`config.mk`:
```
export PLATFORM = sky130hd
export DESIGN_NAME = iopd_decoder
export DESIGN_NICKNAME = d
export VERILOG_FILES = /design/src/verilog/iopd_pkg.sv /design/src/verilog/iopd_decoder.sv
export SDC_FILE = /design/constraint.sdc
export NUM_CORES = 1
export LEC_CHECK = 0
export BUFFER_PORTS_ARGS = -buffer_cell sky130_fd_sc_hd__buf_4
export CAP_MARGIN = 10
export CORE_ASPECT_RATIO = 1.25
export CORE_UTILIZATION = 52
export DETAILED_ROUTE_END_ITERATION = 8
export PLACE_DENSITY = 0.76
export SETUP_SLACK_MARGIN = 0.05
export SLEW_MARGIN = 20
export SYNTH_ARGS = -nofsm -noshare
export SYNTH_HDL_FRONTEND = slang
export SYNTH_SLANG_ARGS = --single-unit
```
`constraint.sdc`:
```
create_clock -name sys_clk_i -period 1.8 [get_ports sys_clk_i]
set_input_delay 0.09 -clock sys_clk_i [delete_from_list [all_inputs] [get_ports sys_clk_i]]
set_output_delay 0.09 -clock sys_clk_i [all_outputs]
set_load 0.005 [all_outputs]
```
`src/verilog/iopd_pkg.sv`:
```
package iopd_pkg;
  // ----------------------------------------
  // address map
  // ----------------------------------------
  localparam int unsigned BASE_MSB = 7;
  localparam int unsigned BASE_LSB = 3;
  localparam int unsigned FMT_SEL_BIT = 2;
  localparam logic [1:0] PORT_DMA = 2'h0;
  localparam logic [1:0] PORT_UNUSED = 2'h1;
  localparam logic [1:0] PORT_STATUS = 2'h2;
  localparam logic [1:0] PORT_DRIVE = 2'h3;
  // ----------------------------------------
  // reset values and layouts
  // ----------------------------------------
  localparam logic [7:0] DRIVE_SEL_RST = 8'h00;
  localparam int unsigned STAT_JMP_A_BIT = 0;
  localparam int unsigned STAT_JMP_B_BIT = 1;
  localparam int unsigned STAT_IRQ_BIT = 7;
  localparam int unsigned DRIVE_SELECTS = 4;
endpackage : iopd_pkg

```
`src/verilog/iopd_decoder.sv`:
```
`timescale 1ns/100ps
// Behaviour
// - match when address bits 7..3 equal the strapped base value.
// - block spans eight consecutive ports on an eight-aligned base.
// - match with address bit 2 high selects the formatter chip.
// - match with bit 2 low decodes low bits into ports 0, 2, 3.
// - port zero select is the dma controller chip enable.
// - read and write strobes formed from request with read or write.
// - status byte driven only during read strobe with status port select.
// - write strobe with drive port select loads the drive register.
// - read strobe with drive port select returns the drive register.
// - drive register gives four software controlled drive selects.
// - offsets map dma, unused, status, drive, four formatter registers.
// - status byte holds two jumpers and formatter completion request.
module iopd_decoder #(
  parameter int unsigned DATA_W = 8
) (
  input wire logic sys_clk_i,
  input wire logic rst_i,
  input wire logic [7:0] addr_i,
  input wire logic io_req_n_i,
  input wire logic rd_n_i,
  input wire logic wr_n_i,
  input wire logic [DATA_W-1:0] data_i,
  input wire logic [4:0] base_address_strap_i,
  input wire logic config_jumper_a_i,
  input wire logic config_jumper_b_i,
  input wire logic formatter_completion_request_i,
  output logic match_n_o,
  output logic formatter_cs_n_o,
  output logic dma_ce_n_o,
  output logic status_port_select_n_o,
  output logic drive_select_port_select_n_o,
  output logic io_read_strobe_n_o,
  output logic io_write_strobe_n_o,
  output logic formatter_read_enable_n_o,
  output logic formatter_write_enable_n_o,
  output logic [DATA_W-1:0] data_o,
  output logic data_oe_o,
  output logic [3:0] drive_sel_o
);
  // ----------------------------------------
  // input synchronisers (pins, two stages)
  // ----------------------------------------
  localparam int unsigned SW = 8 + 3 + DATA_W + 5 + 3;
  // idle strobes, all-ones address and a zero strap: no select pulses as reset ends
  localparam logic [SW-1:0] SYNC_IDLE = {{(SW - 8){1'b1}}, 5'h00, 3'h7};
  logic [SW-1:0] s1_r, s2_r, s1_nxt;
  always_comb begin
    s1_nxt = {addr_i, io_req_n_i, rd_n_i, wr_n_i, data_i, base_address_strap_i,
              config_jumper_a_i, config_jumper_b_i, formatter_completion_request_i};
  end
  always_ff @(posedge sys_clk_i) begin
    if (rst_i) begin
      s1_r <= SYNC_IDLE;
      s2_r <= SYNC_IDLE;
    end else begin
      s1_r <= s1_nxt;
      s2_r <= s1_r;
    end
  end
  logic [7:0] a;
  logic req_n, rd_n, wr_n, ja, jb, irq;
  logic [DATA_W-1:0] d;
  logic [4:0] strap;
  assign {a, req_n, rd_n, wr_n, d, strap, ja, jb, irq} = s2_r;

  // ----------------------------------------
  // decode
  // ----------------------------------------
  logic match, fmt, p0, p2, p3, io_read_strobe, io_write_strobe;
  logic [7:0] status_byte;
  always_comb begin
    // a five bit compare yields an eight-port window on any aligned base
    match = (a[iopd_pkg::BASE_MSB:iopd_pkg::BASE_LSB] == strap);
    fmt = match && a[iopd_pkg::FMT_SEL_BIT];
    p0 = match && !a[iopd_pkg::FMT_SEL_BIT] && (a[1:0] == iopd_pkg::PORT_DMA);
    p2 = match && !a[iopd_pkg::FMT_SEL_BIT] && (a[1:0] == iopd_pkg::PORT_STATUS);
    p3 = match && !a[iopd_pkg::FMT_SEL_BIT] && (a[1:0] == iopd_pkg::PORT_DRIVE);
    io_read_strobe = !req_n && !rd_n;
    io_write_strobe = !req_n && !wr_n;
    // unused status bits read as zero
    status_byte = 8'h00;
    status_byte[iopd_pkg::STAT_JMP_A_BIT] = ja;
    status_byte[iopd_pkg::STAT_JMP_B_BIT] = jb;
    status_byte[iopd_pkg::STAT_IRQ_BIT] = irq;
  end

  // ----------------------------------------
  // drive selection latch and outputs
  // ----------------------------------------
  logic [7:0] drive_r, drive_nxt;
  logic [DATA_W-1:0] dout_r, dout_nxt;
  logic oe_r, oe_nxt;
  logic [8:0] sel_n_r, sel_n_nxt;
  always_comb begin
    // all eight bits are kept; only the low four leave as drive selects
    drive_nxt = drive_r;
    if (io_write_strobe && p3) begin
      drive_nxt = d[7:0];
    end
    // offset 1 and a mismatch leave the bus idle
    oe_nxt = io_read_strobe && (p2 || p3);
    dout_nxt = '0;
    if (io_read_strobe && p2) begin
      dout_nxt[7:0] = status_byte;
    end else if (io_read_strobe && p3) begin
      dout_nxt[7:0] = drive_r;
    end
    sel_n_nxt = {!match, !fmt, !p0, !p2, !p3, !io_read_strobe, !io_write_strobe, !(io_read_strobe && fmt), !(io_write_strobe && fmt)};
  end
  always_ff @(posedge sys_clk_i) begin
    if (rst_i) begin
      drive_r <= iopd_pkg::DRIVE_SEL_RST;
      dout_r <= '0;
      oe_r <= 1'b0;
      sel_n_r <= '1;
    end else begin
      drive_r <= drive_nxt;
      dout_r <= dout_nxt;
      oe_r <= oe_nxt;
      sel_n_r <= sel_n_nxt;
    end
  end
  // one clock of latency past the synchroniser: master must allow settling
  assign match_n_o = sel_n_r[8];
  assign formatter_cs_n_o = sel_n_r[7];
  assign dma_ce_n_o = sel_n_r[6];
  assign status_port_select_n_o = sel_n_r[5];
  assign drive_select_port_select_n_o = sel_n_r[4];
  assign io_read_strobe_n_o = sel_n_r[3];
  assign io_write_strobe_n_o = sel_n_r[2];
  assign formatter_read_enable_n_o = sel_n_r[1];
  assign formatter_write_enable_n_o = sel_n_r[0];
  assign data_o = dout_r;
  assign data_oe_o = oe_r;
  assign drive_sel_o = drive_r[iopd_pkg::DRIVE_SELECTS-1:0];

  // ----------------------------------------
  // checks
  // ----------------------------------------
  // each output is one register past the decode, so checks look one edge ahead
  a_match_follow: assert property (@(posedge sys_clk_i) disable iff (rst_i)
    match |=> !match_n_o)
    else $error("match not flagged");
  a_match_miss: assert property (@(posedge sys_clk_i) disable iff (rst_i)
    !match |=> match_n_o)
    else $error("match flagged on a foreign address");
  a_window_sel: assert property (@(posedge sys_clk_i) disable iff (rst_i)
    (!formatter_cs_n_o || !dma_ce_n_o || !status_port_select_n_o
      || !drive_select_port_select_n_o) |-> !match_n_o)
    else $error("select outside the eight port window");

  // chip and port selects
  a_fmt_cs: assert property (@(posedge sys_clk_i) disable iff (rst_i)
    (match && a[2]) |=> (!formatter_cs_n_o && dma_ce_n_o))
    else $error("fmt cs");
  a_fmt_cs_off: assert property (@(posedge sys_clk_i) disable iff (rst_i)
    !fmt |=> formatter_cs_n_o)
    else $error("formatter selected without a match on bit 2");
  a_port_dec: assert property (@(posedge sys_clk_i) disable iff (rst_i)
    p0 |=> (!dma_ce_n_o && status_port_select_n_o))
    else $error("port0 decode");
  a_port_two: assert property (@(posedge sys_clk_i) disable iff (rst_i)
    p2 |=> (!status_port_select_n_o && dma_ce_n_o && drive_select_port_select_n_o))
    else $error("status_port_select decode");
  a_port_three: assert property (@(posedge sys_clk_i) disable iff (rst_i)
    p3 |=> (!drive_select_port_select_n_o && dma_ce_n_o && status_port_select_n_o))
    else $error("drive_select_port_select decode");
  a_dma_ce: assert property (@(posedge sys_clk_i) disable iff (rst_i)
    !dma_ce_n_o |-> $past(a[1:0]) == 2'h0)
    else $error("dma ce");

  // strobes
  a_strobes: assert property (@(posedge sys_clk_i) disable iff (rst_i)
    !io_read_strobe_n_o |-> $past(io_read_strobe))
    else $error("read strobe");
  a_write_strobe: assert property (@(posedge sys_clk_i) disable iff (rst_i)
    !io_write_strobe_n_o |-> $past(io_write_strobe))
    else $error("write strobe without request and write");
  a_fmt_read_en: assert property (@(posedge sys_clk_i) disable iff (rst_i)
    (io_read_strobe && fmt) |=> !formatter_read_enable_n_o)
    else $error("formatter read enable missing");
  a_fmt_write_en: assert property (@(posedge sys_clk_i) disable iff (rst_i)
    (io_write_strobe && fmt) |=> !formatter_write_enable_n_o)
    else $error("formatter write enable missing");

  // data bus and drive latch
  a_status_drv: assert property (@(posedge sys_clk_i) disable iff (rst_i)
    (io_read_strobe && p2) |=> (data_oe_o && data_o[7:0] == $past(status_byte)))
    else $error("stat");
  a_oe_source: assert property (@(posedge sys_clk_i) disable iff (rst_i)
    data_oe_o |-> $past(io_read_strobe))
    else $error("data bus driven outside a read");
  a_drive_load: assert property (@(posedge sys_clk_i) disable iff (rst_i)
    (io_write_strobe && p3) |=> drive_sel_o == $past(d[3:0]))
    else $error("drive load");
  a_drive_hold: assert property (@(posedge sys_clk_i) disable iff (rst_i)
    !(io_write_strobe && p3) |=> $stable(drive_r))
    else $error("drive latch changed without a port 3 write");
  a_drive_read: assert property (@(posedge sys_clk_i) disable iff (rst_i)
    (io_read_strobe && p3) |=> data_o[7:0] == $past(drive_r))
    else $error("drive read");
  a_status_bits: assert property (@(posedge sys_clk_i) disable iff (rst_i)
    (io_read_strobe && p2) |=> (data_o[iopd_pkg::STAT_JMP_A_BIT] == $past(ja)
      && data_o[iopd_pkg::STAT_JMP_B_BIT] == $past(jb)
      && data_o[iopd_pkg::STAT_IRQ_BIT] == $past(irq) && data_o[6:2] == 5'h00))
    else $error("status byte layout");
  a_idle_bus: assert property (@(posedge sys_clk_i) disable iff (rst_i)
    (!match || a[2:0] == 3'h1) |=> (!data_oe_o && dma_ce_n_o))
    else $error("idle");
  a_unused_port: assert property (@(posedge sys_clk_i) disable iff (rst_i)
    (match && !a[iopd_pkg::FMT_SEL_BIT] && a[1:0] == iopd_pkg::PORT_UNUSED)
      |=> (dma_ce_n_o && status_port_select_n_o && drive_select_port_select_n_o
      && formatter_cs_n_o && !data_oe_o))
    else $error("unused port selected something");

  // main scenarios
  c_status_read: cover property (@(posedge sys_clk_i) io_read_strobe && p2);
  c_drive_write: cover property (@(posedge sys_clk_i) io_write_strobe && p3);
  c_fmt_access: cover property (@(posedge sys_clk_i) fmt && io_read_strobe);
  c_drive_read: cover property (@(posedge sys_clk_i) io_read_strobe && p3);
  c_foreign_read: cover property (@(posedge sys_clk_i) !match && io_read_strobe);
endmodule : iopd_decoder

```
==> results of run 1 <==
==> layout make-up <==
class                           count  share of cell area (%)
Sequential cell                    80                    46.8
Inverter                            1                   0.110
Timing Repair Buffer               80                    19.5
Tap cell                           58                    2.12
Multi-Input combinational cell    114                    23.1
Clock buffer                       10                    3.73
Clock inverter                      6                    4.54
==> stage by stage <==
step	area (µm²)	cells	setup WS, ns	total power, mW
after floorplan	2450	210	0.311	1.96
after global placement	2840	305	0.232	2.02
after detailed placement	2840	305	0.163	2.02
after CTS	3400	348	0.132	3.83
after global routing	3420	349	0.0503	3.96
final	3420	349	0.182	3.82
==> state kept, by name, indices dropped and copies added, names as in the netlist <==
| name | count |
|---|---|
| s2_r | 27 |
| data_o | 8 |
| drive_r | 8 |
| sel_n_r | 9 |
| s1_r | 27 |
| data_oe_o | 1 |
==> cells in the final DEF (no fill, tap or decap) <==
cell type and n:
mux2i_1 3, or2_2 44, nor4_4 1, inv_2 1
nand2_4 1, xnor2_2 3, xnor2_1 2, clkbuf_8 9
nand3_4 1, or3_1 3, dfxtp_1 80, clkbuf_1 1
dlygate4sd3_1 27, nand2b_1 1, nand2_1 3, nand3_1 2
nor2b_1 13, and3_2 1, nor2_1 2, bufinv_16 5
buf_4 53, and3b_1 1, nor3_4 1, nand4_1 8
clkinv_2 1, o31ai_1 8, and3_1 5, or4_1 1
and2_1 2, a21oi_1 8
==> per-layer routing <==
layer  part of all wire, %  vias to the layer above
met1                    38                      692
met4                   3.7                        0
li1                      -                      836
met2                    54                       48
met5                     0                        -
met3                   4.5                       12
==> worst max-delay path, cell delays in order, from the launching register on <==
cell and delay [ns]:
dfxtp_1 0.33, xnor2_2 0.23, nand3_4 0.19, nor3_4 0.29, inv_2 0.06, or4_1 0.39
==> cells in the mapped netlist, types with 2 or more instances <==
cell	number
a21oi_1	8
and2_1	2
and3_1	5
buf_4	4
clkbuf_1	10
dfxtp_1	80
mux2i_1	3
nand2_1	3
nand3_1	2
nand4_1	8
nor2_1	2
nor2b_1	13
o31ai_1	8
or2_2	44
or3_1	3
xnor2_1	4
==> timing repair <==
| action | CTS | global route |
|---|---|---|
| setup endpoints to repair | 0 | 1 |
| gates resized for setup | 0 | 2 |
| setup buffers | 0 | 1 |
| endpoints found under the hold margin | 27 | 0 |
| hold buffers | 27 | 0 |
==> cell families (layout without fill, tap and decap cells) <==
logic type | Yosys count | after routing | synth area share, %
flops | 80 | 80 | 65.3
xor+xnor | 5 | 5 | 2.09
simple gates | 90 | 90 | 24.2
mux | 3 | 3 | 1.22
compound gates | 16 | 16 | 4.08
buf+inv | 16 | 97 | 3.11
==> worst max-delay path by stage <==
stage / startpoint / endpoint / slack [ns]
6_report: s2_r[7] / sel_n_r[6] / 0.18
5_1_grt: s2_r[7] / sel_n_r[6] / 0.05
4_1_cts: s2_r[7] / sel_n_r[6] / 0.13
3_5_place_dp: s2_r[7] / sel_n_r[6] / 0.16
3_3_place_gp: s2_r[7] / sel_n_r[6] / 0.23
2_1_floorplan: s2_r[4] / sel_n_r[6] / 0.31
==> power by group through the flow <==
| stage | clock network, mW | logic, mW | registers [mW] |
|---|---|---|---|
| floorplan | 0 | 0.0842 | 1.88 |
| global placement | 0 | 0.136 | 1.88 |
| detailed placement | 0 | 0.138 | 1.88 |
| CTS | 1.80 | 0.185 | 1.84 |
| global route | 1.91 | 0.205 | 1.85 |
| finish | 1.79 | 0.188 | 1.84 |
==> results.md, run 1 <==
- Fillcell total: 320
- DR iter-0 viols: 87
- Worst reg2reg setup slack: 0.18 ns
- Top Ports: 51
- Layout area overhead: 39.4%
- H-Tree Depth: 3
- WL per Instance: 11.1 µm
- Register area share after synthesis: 65.3%
- Sequential share of power: 48.3%
- Worst r2r src: s2_r[7]
- Lkg Pwr: 1.45 nW
- Ys async rst share: 0%
- Port bufs: 50
- Grt met3 use: 5.03%
- EDFF count, synth: 0
- First-pass GRT wire length: 6130 µm
- Vias in the first global route: 1437
- Fmax: 618 MHz
- VDD IR max: 738 µV
- Hold WS: 0.0591 ns
- Synthesized instance count: 210
- R2R Path End: sel_n_r[6]
- Hpwl dp: 2280 µm
- GP Congestion: 0.795
- Footprint of the multi-input gates: 791 µm²
- Final Cycle Share: 89.9%
- Slew HR: 74.3%
- Clk pwr share: 46.8%
- Crit Path Max Fanout: 10
- Top cells by area, synth: dfxtp_1, or2_2, nor2b_1
- First-pass DRT Iterations: 4
- Die height: 78.8 µm
- Worst Hold End: drive_r[0]
- Setup_tns: 0 ns
- # diodes: 0
- CTS sink cnt: 80
- GRT Total Usage: 16.8%
- Root Buffer: clkbuf_8
- Internal Power: 3.15 mW
- CTS Buf Count: 9
- Reg area: 1600 µm²
- Mapped cell area: 2450 µm²
- TritonCTS clock tree: done
- Top cell type's share of synthesized area: 65.3%
- Syn Area/Cell: 11.7 µm²
- Total congestion overflow: 0
- Syn_nets: 239
- Final setup fails: 0
- Power Dens Cells: 1120 nW/µm²
- Netlist cell types: 27
- Synth Flop Type: dfxtp_1
- Slew Limit Fails: 0
- YS warnings: 0
- Post-Route Utilization: 76.7%
- Largest net degree at the start of global routing: 45
- Hold depth: 2
- NetSw: 0.668 mW
- Longest Clk Path Bufs: 2
- Via count: 1588
- Met2 usage: 29.5%
- Final nets: 315
- Die Span X: 63.4 µm
- Core area: 4460 µm²
- CTS clk-pin slew, worst paths: 0.07 ns
- Hold Vio Cnt, Final: 0
- Logic pwr share: 4.9%
- FF-to-FF path depth: 5
- Clk_lat worst skew: 0.35 ns
- Worst slew pin tran: 0.382 ns
- Row cnt: 27
- DRC: 0
- Via/cell ratio: 4.55
- Yosys top cell by area: dfxtp_1
- ANT nets after route: 0
- GR Util met1: 15.9%
- RSZ-0062 raised after global routing: false
- Initial Util: 55.0%
- Flops & latches, synth: 80
- Switching Fraction: 17.5%
- Startpoint Class: register
- Drt total wl: 3860 µm
- Worst min-delay path class: input port to register
- Layout cells sized above 1: 41.6%
- Max-cap viol count: 0
- Die area: 5000 µm²
- Top Usage Layer GRT: met2
- Critical Path End Type: register
- Hold Startpoint: rst_i
- CP Data Arrival Time: 1.84 ns
- Outcome: finished clean
- CP Class: register to register
- Tmin final: 1.62 ns
- Skew final: 0.00713 ns
- Worst path required time: 2.02 ns
- Initial antenna violation count: 0
Note: power is estimated with default switching activity, not from simulation.
==> inputs of run 2 (changes only) <==
--- a/config.mk
+++ b/config.mk
@@ -8,9 +8,9 @@
 export BUFFER_PORTS_ARGS = -buffer_cell sky130_fd_sc_hd__buf_4
 export CAP_MARGIN = 10
 export CORE_ASPECT_RATIO = 1.25
-export CORE_UTILIZATION = 52
+export CORE_UTILIZATION = 47
 export DETAILED_ROUTE_END_ITERATION = 8
-export PLACE_DENSITY = 0.76
+export PLACE_DENSITY = 0.73
 export SETUP_SLACK_MARGIN = 0.05
 export SLEW_MARGIN = 20
 export SYNTH_ARGS = -nofsm -noshare
==> constraint.sdc (replaced) <==
create_clock -name sys_clk_i -period 1.4 [get_ports sys_clk_i]
set_input_delay 0.07 -clock sys_clk_i [delete_from_list [all_inputs] [get_ports sys_clk_i]]
set_output_delay 0.07 -clock sys_clk_i [all_outputs]
set_load 0.005 [all_outputs]
==> run 2 against run 1 <==
Net effect:
- power rose by 5.7%
- critical path type unchanged
- the run now ends with setup timing left
- clock power fell by 21%
- hold slack improved by 0.12 ns
- non-clock buffer count rose by 7
- global-route usage fell by 2.1 points
- core utilization fell by 9.0 points
- register-to-register slack got worse by 0.19 ns
- clock skew fell by 0.00078 ns
- die area rose by 10%
- critical path depth did not move
- via count rose by 1.0%
- worst setup slack got worse by 0.19 ns
==> results.md, run 2 (same netlist as run 1, synthesis figures left out) <==
- Outcome: finished, violations left
- Failing checks: setup timing
- Commonest non-fill, non-tap cell in the layout: dfxtp_1
- DP Cell Count: 315
- Longest Clk Path Bufs: 2
- DR iter-0 viols: 55
- Hpwl dp: 2360 µm
- Worst min-delay path class: input port to register
- Setup ws final: -0.00579 ns
- Fmax: 711 MHz
- Worst path required time: 1.60 ns
- FF-to-FF path depth: 5
- CP Data Arrival Time: 1.61 ns
- WL per Instance: 10.1 µm
- Slowest-stage cell, CP: or4_1
- Worst slew pin tran: 0.269 ns
- Worst reg2reg setup slack: -0.006 ns
- Via/cell ratio: 4.47
- Delay-heaviest family, CP: simple AND/OR/NAND/NOR gates
- Crit Path Max Fanout: 3
- Lkg Pwr: 1.44 nW
- H-Tree Depth: 3
- Die Span X: 66.6 µm
- Hold Vio Cnt, Final: 0
- Initial antenna violation count: 0
- Total congestion overflow: 0
- Layout cells sized above 1: 45.5%
- Largest net degree at the start of global routing: 38
- Met2 usage: 25.5%
- Max-cap viol count: 0
- GP Congestion: 0.739
- GR Util met1: 13.8%
- Non-filler cells, final: 359
- Slowest stage delay, CP: 0.38 ns
- Via count: 1604
- Clk_lat worst skew: 0.33 ns
- Startpoint Class: register
- Layout area overhead: 39.2%
- Final nets: 322
- Grt met3 use: 4.92%
- TritonCTS clock tree: done
- Critical Path End Type: register
- Top Ports: 51
- Port bufs: 50
- Post-Route Utilization: 67.7%
- VDD IR max: 740 µV
- Die area: 5520 µm²
- Most frequent cells in the layout: dfxtp_1, buf_4, or2_2, dlygate4sd3_1, nor2b_1
- Final Cycle Share: 100%
- First-pass GRT wire length: 5750 µm
- Hold depth: 3
- Initial Util: 48.6%
- GRT Total Usage: 14.7%
- CTS clk-pin slew, worst paths: 0.07 ns
- Placed inst area: 2920 µm²
- Setup_tns: -0.00579 ns
- Vias in the first global route: 1388
- Root Buffer: clkbuf_8
- ANT nets after route: 0
- Skew final: 0.00634 ns
- Total power: 4.03 mW
- Cell-by-cell listing of the critical path: xnor2_2 -> nand2_4 -> nor3_4 -> inv_2 -> or4_1
- Pre-CTS setup slack: -0.0174 ns
- R2R Path End: sel_n_r[6]
- Power Dens Cells: 1180 nW/µm²
- Core area: 5040 µm²
- Slew HR: 82.0%
- First-pass DRT Iterations: 4
- Fillcell total: 387
- # diodes: 0
- Worst r2r src: s2_r[4]
- RSZ-0062 raised after global routing: true
- Final setup fails: 1
- Row cnt: 29
- CTS Buf Count: 9
- Top Usage Layer GRT: met2
- Die height: 82.8 µm
- Worst Hold End: drive_r[4]
- Hold WS: 0.176 ns
- CP bufs+invs: 1
- Final Cell Area: 3410 µm²
- Hold Startpoint: rst_i
- Top flop regs: s1_r x27, s2_r x27, sel_n_r x9
- Drt total wl: 3640 µm
- CP Class: register to register
- Tmin final: 1.41 ns
- CTS sink cnt: 80
- Slew Limit Fails: 0
- DRC: 0
run 2: changes by cell type in the layout (fill, tap and decap cells not counted), sizes merged:
cell,delta
clkinv,-1
clkbuf,+5
dlygate4sd3,+2
bufinv,-5
buf,+5
run 2: timing repair:
item | 4_1_cts | 5_1_grt
resized for setup | 2 | 9
pin swaps | 1 | 1
setup buffers | 0 | 0
setup endpoints to repair | 1 | 14
endpoints found under the hold margin | 28 | 1
hold buffers | 28 | 1
run 2: final cells by class:
| class | instances | area (µm²) | share of cell area, % |
|---|---|---|---|
| flip-flops and latches | 80 | 1610 | 47.0 |
| clock buffers | 15 | 166 | 4.87 |
| inverters | 1 | 3.75 | 0.110 |
| well taps | 62 | 77.6 | 2.27 |
| multi-input cells | 114 | 836 | 24.5 |
| repair buffers | 87 | 726 | 21.3 |
run 2: power by group:
group	leakage [nW]	total, mW	internal [mW]	switching, mW
Combinational	0.699	0.256	0.173	0.0834
Sequential	0.658	2.37	2.35	0.0225
Clock	0.0838	1.41	0.735	0.672
run 2: worst reg2reg max path, stage by stage (launching register included):
cell,delay [ns]
dfxtp_1,0.32
xnor2_2,0.21
nand2_4,0.10
nor3_4,0.22
inv_2,0.06
or4_1,0.38
run 2: how the worst max path moves through the flow:
stage / startpoint / to / slack [ns] / cells after the start
floorplan: s2_r[3] / sel_n_r[6] / -0.03 / 5
global placement: s2_r[4] / sel_n_r[6] / 0.05 / 5
detailed placement: s2_r[3] / sel_n_r[6] / -0.02 / 5
CTS: s2_r[22] / sel_n_r[6] / -0.02 / 5
global route: s2_r[7] / sel_n_r[6] / -0.08 / 5
finish: s2_r[4] / sel_n_r[6] / -0.006 / 5
run 2: routing by layer:
metal  part of all wire, %  vias up  routed length [µm]
li1                      -      849                   -
met1                    39      700                1430
met2                    52       43                1910
met3                   4.7       12                 170
met4                   3.5        0                 129
met5                     0        -                   0
==> inputs of run 3 (changes only) <==
--- a/config.mk
+++ b/config.mk
@@ -11,6 +11,7 @@
 export CORE_UTILIZATION = 47
 export DETAILED_ROUTE_END_ITERATION = 8
 export PLACE_DENSITY = 0.73
+export RECOVER_POWER = 25
 export SETUP_SLACK_MARGIN = 0.05
 export SLEW_MARGIN = 20
 export SYNTH_ARGS = -nofsm -noshare
==> run 3 against run 2 <==
Net effect:
- the run still ends with setup timing left
- non-clock buffer count stayed put
- sequential power hardly changed
- clock-buffer cell count stayed put
- cell area stayed put
- critical path type unchanged
- largest cell class unchanged
==> results.md, run 3 (same netlist as run 1, synthesis figures left out) <==
- Total congestion overflow: 0
- Setup_tns: -0.00579 ns
- GRT Total Usage: 14.7%
- Vias in the first global route: 1388
- CTS clk-pin slew, worst paths: 0.07 ns
- CTS Buf Count: 9
- Post-Route Utilization: 67.7%
- Worst path required time: 1.60 ns
- Tmin final: 1.41 ns
- Row cnt: 29
- First-pass GRT wire length: 5750 µm
- Most frequent cells in the layout: dfxtp_1, buf_4, or2_2, dlygate4sd3_1, nor2b_1
- Skew final: 0.00634 ns
- RSZ-0062 raised after global routing: true
- Slew Limit Fails: 0
- Largest net degree at the start of global routing: 38
- Total power: 4.03 mW
- Slew HR: 82.0%
- Via/cell ratio: 4.47
- Top flop regs: s1_r x27, s2_r x27, sel_n_r x9
- Fillcell total: 387
- Lkg Pwr: 1.44 nW
- Core area: 5040 µm²
- Clk_lat worst skew: 0.33 ns
- Worst min-delay path class: input port to register
- CP Class: register to register
- TritonCTS clock tree: done
- Final setup fails: 1
- First-pass DRT Iterations: 4
- Setup repair bufs after CTS: 0
- Hold Vio Cnt, Final: 0
- Outcome: finished, violations left
- Power Dens Cells: 1180 nW/µm²
- Longest Clk Path Bufs: 2
- DR iter-0 viols: 55
- Footprint of the multi-input gates: 836 µm²
- Pre-CTS setup slack: -0.0174 ns
- Initial antenna violation count: 0
- Commonest non-fill, non-tap cell in the layout: dfxtp_1
- GP Congestion: 0.739
- Max-cap viol count: 0
- Initial Util: 48.6%
- Layout area overhead: 39.2%
- Setup ws final: -0.00579 ns
- VDD IR max: 740 µV
- Die height: 82.8 µm
- Via count: 1604
- WL per Instance: 10.1 µm
- Final Cycle Share: 100%
- Hpwl dp: 2360 µm
- Reg area: 1610 µm²
- Drt total wl: 3640 µm
- DRC: 0
- Die Span X: 66.6 µm
- H-Tree Depth: 3
- Layout cells sized above 1: 45.5%
- CP Data Arrival Time: 1.61 ns
- Cell-by-cell listing of the critical path: xnor2_2 -> nand2_4 -> nor3_4 -> inv_2 -> or4_1
- # diodes: 0
- Worst slew pin tran: 0.269 ns
- Slowest-stage cell, CP: or4_1
- Slowest stage delay, CP: 0.38 ns
- CTS sink cnt: 80
- Startpoint Class: register
- Root Buffer: clkbuf_8
- Final nets: 322
- Fmax: 711 MHz
- Crit Path Max Fanout: 3
- Critical Path End Type: register
- Die area: 5520 µm²
- Port bufs: 50
- Top Ports: 51
- Failing checks: setup timing
- ANT nets after route: 0
==> run 3: cell count changes in the layout (fill, tap and decap cells not counted) <==
| cell | before | now |
|---|---|---|
| clkbuf_4 | 0 | 5 |
| buf_4 | 58 | 53 |
==> run 3: worst paths after layout <==
check	cells past startpoint	start	endpoint	slack (ns)
setup / recovery	5	s2_r[4]	sel_n_r[6]	-0.006
hold / removal	3	rst_i	drive_r[4]	0.18
setup reg to reg	5	s2_r[4]	sel_n_r[6]	-0.006
hold reg to reg	1	s1_r[2]	s2_r[2]	0.41
==> run 3: layer usage <==
layer	global-route usage, %	up-vias	wire length (µm)
met5	0	-	0
met4	12.3	0	129
met3	4.92	12	170
met2	25.5	43	1910
met1	13.8	700	1430
li1	-	849	-
==> run 3: area by class of cell <==
type | instances | share of cell area, %
well taps | 62 | 2.27
inverters | 1 | 0.110
clock buffers | 15 | 4.87
multi-input cells | 114 | 24.5
flip-flops and latches | 80 | 47.0
repair buffers | 87 | 21.3
==> run 3: critical path: cells and delay by family (launching register included) <==
family,cells,cell delay (ns)
xor+xnor,1,0.21
buf+inv,1,0.06
flops,1,0.32
simple gates,3,0.70
==> run 3: through the flow <==
step / instance area (µm²) / hold slack, ns / std cells
after floorplan: 2480 / 0.174 / 210
after global placement: 2920 / 0.257 / 315
after detailed placement: 2920 / 0.256 / 315
after CTS: 3370 / 0.0597 / 358
after global routing: 3410 / 0.199 / 359
final: 3410 / 0.176 / 359
==> run 3: what timing repair did <==
action	in CTS	in global routing
setup endpoints to repair	1	14
hold endpoints to repair	28	1
hold buffers	28	1
pin swaps	1	1
resized for setup	2	9
==> run 3: report_power, final <==
group | internal, mW | total [mW] | leakage, nW | switching (mW)
Sequential | 2.35 | 2.37 | 0.658 | 0.0225
Clock | 0.735 | 1.41 | 0.0838 | 0.672
Combinational | 0.172 | 0.255 | 0.698 | 0.0832
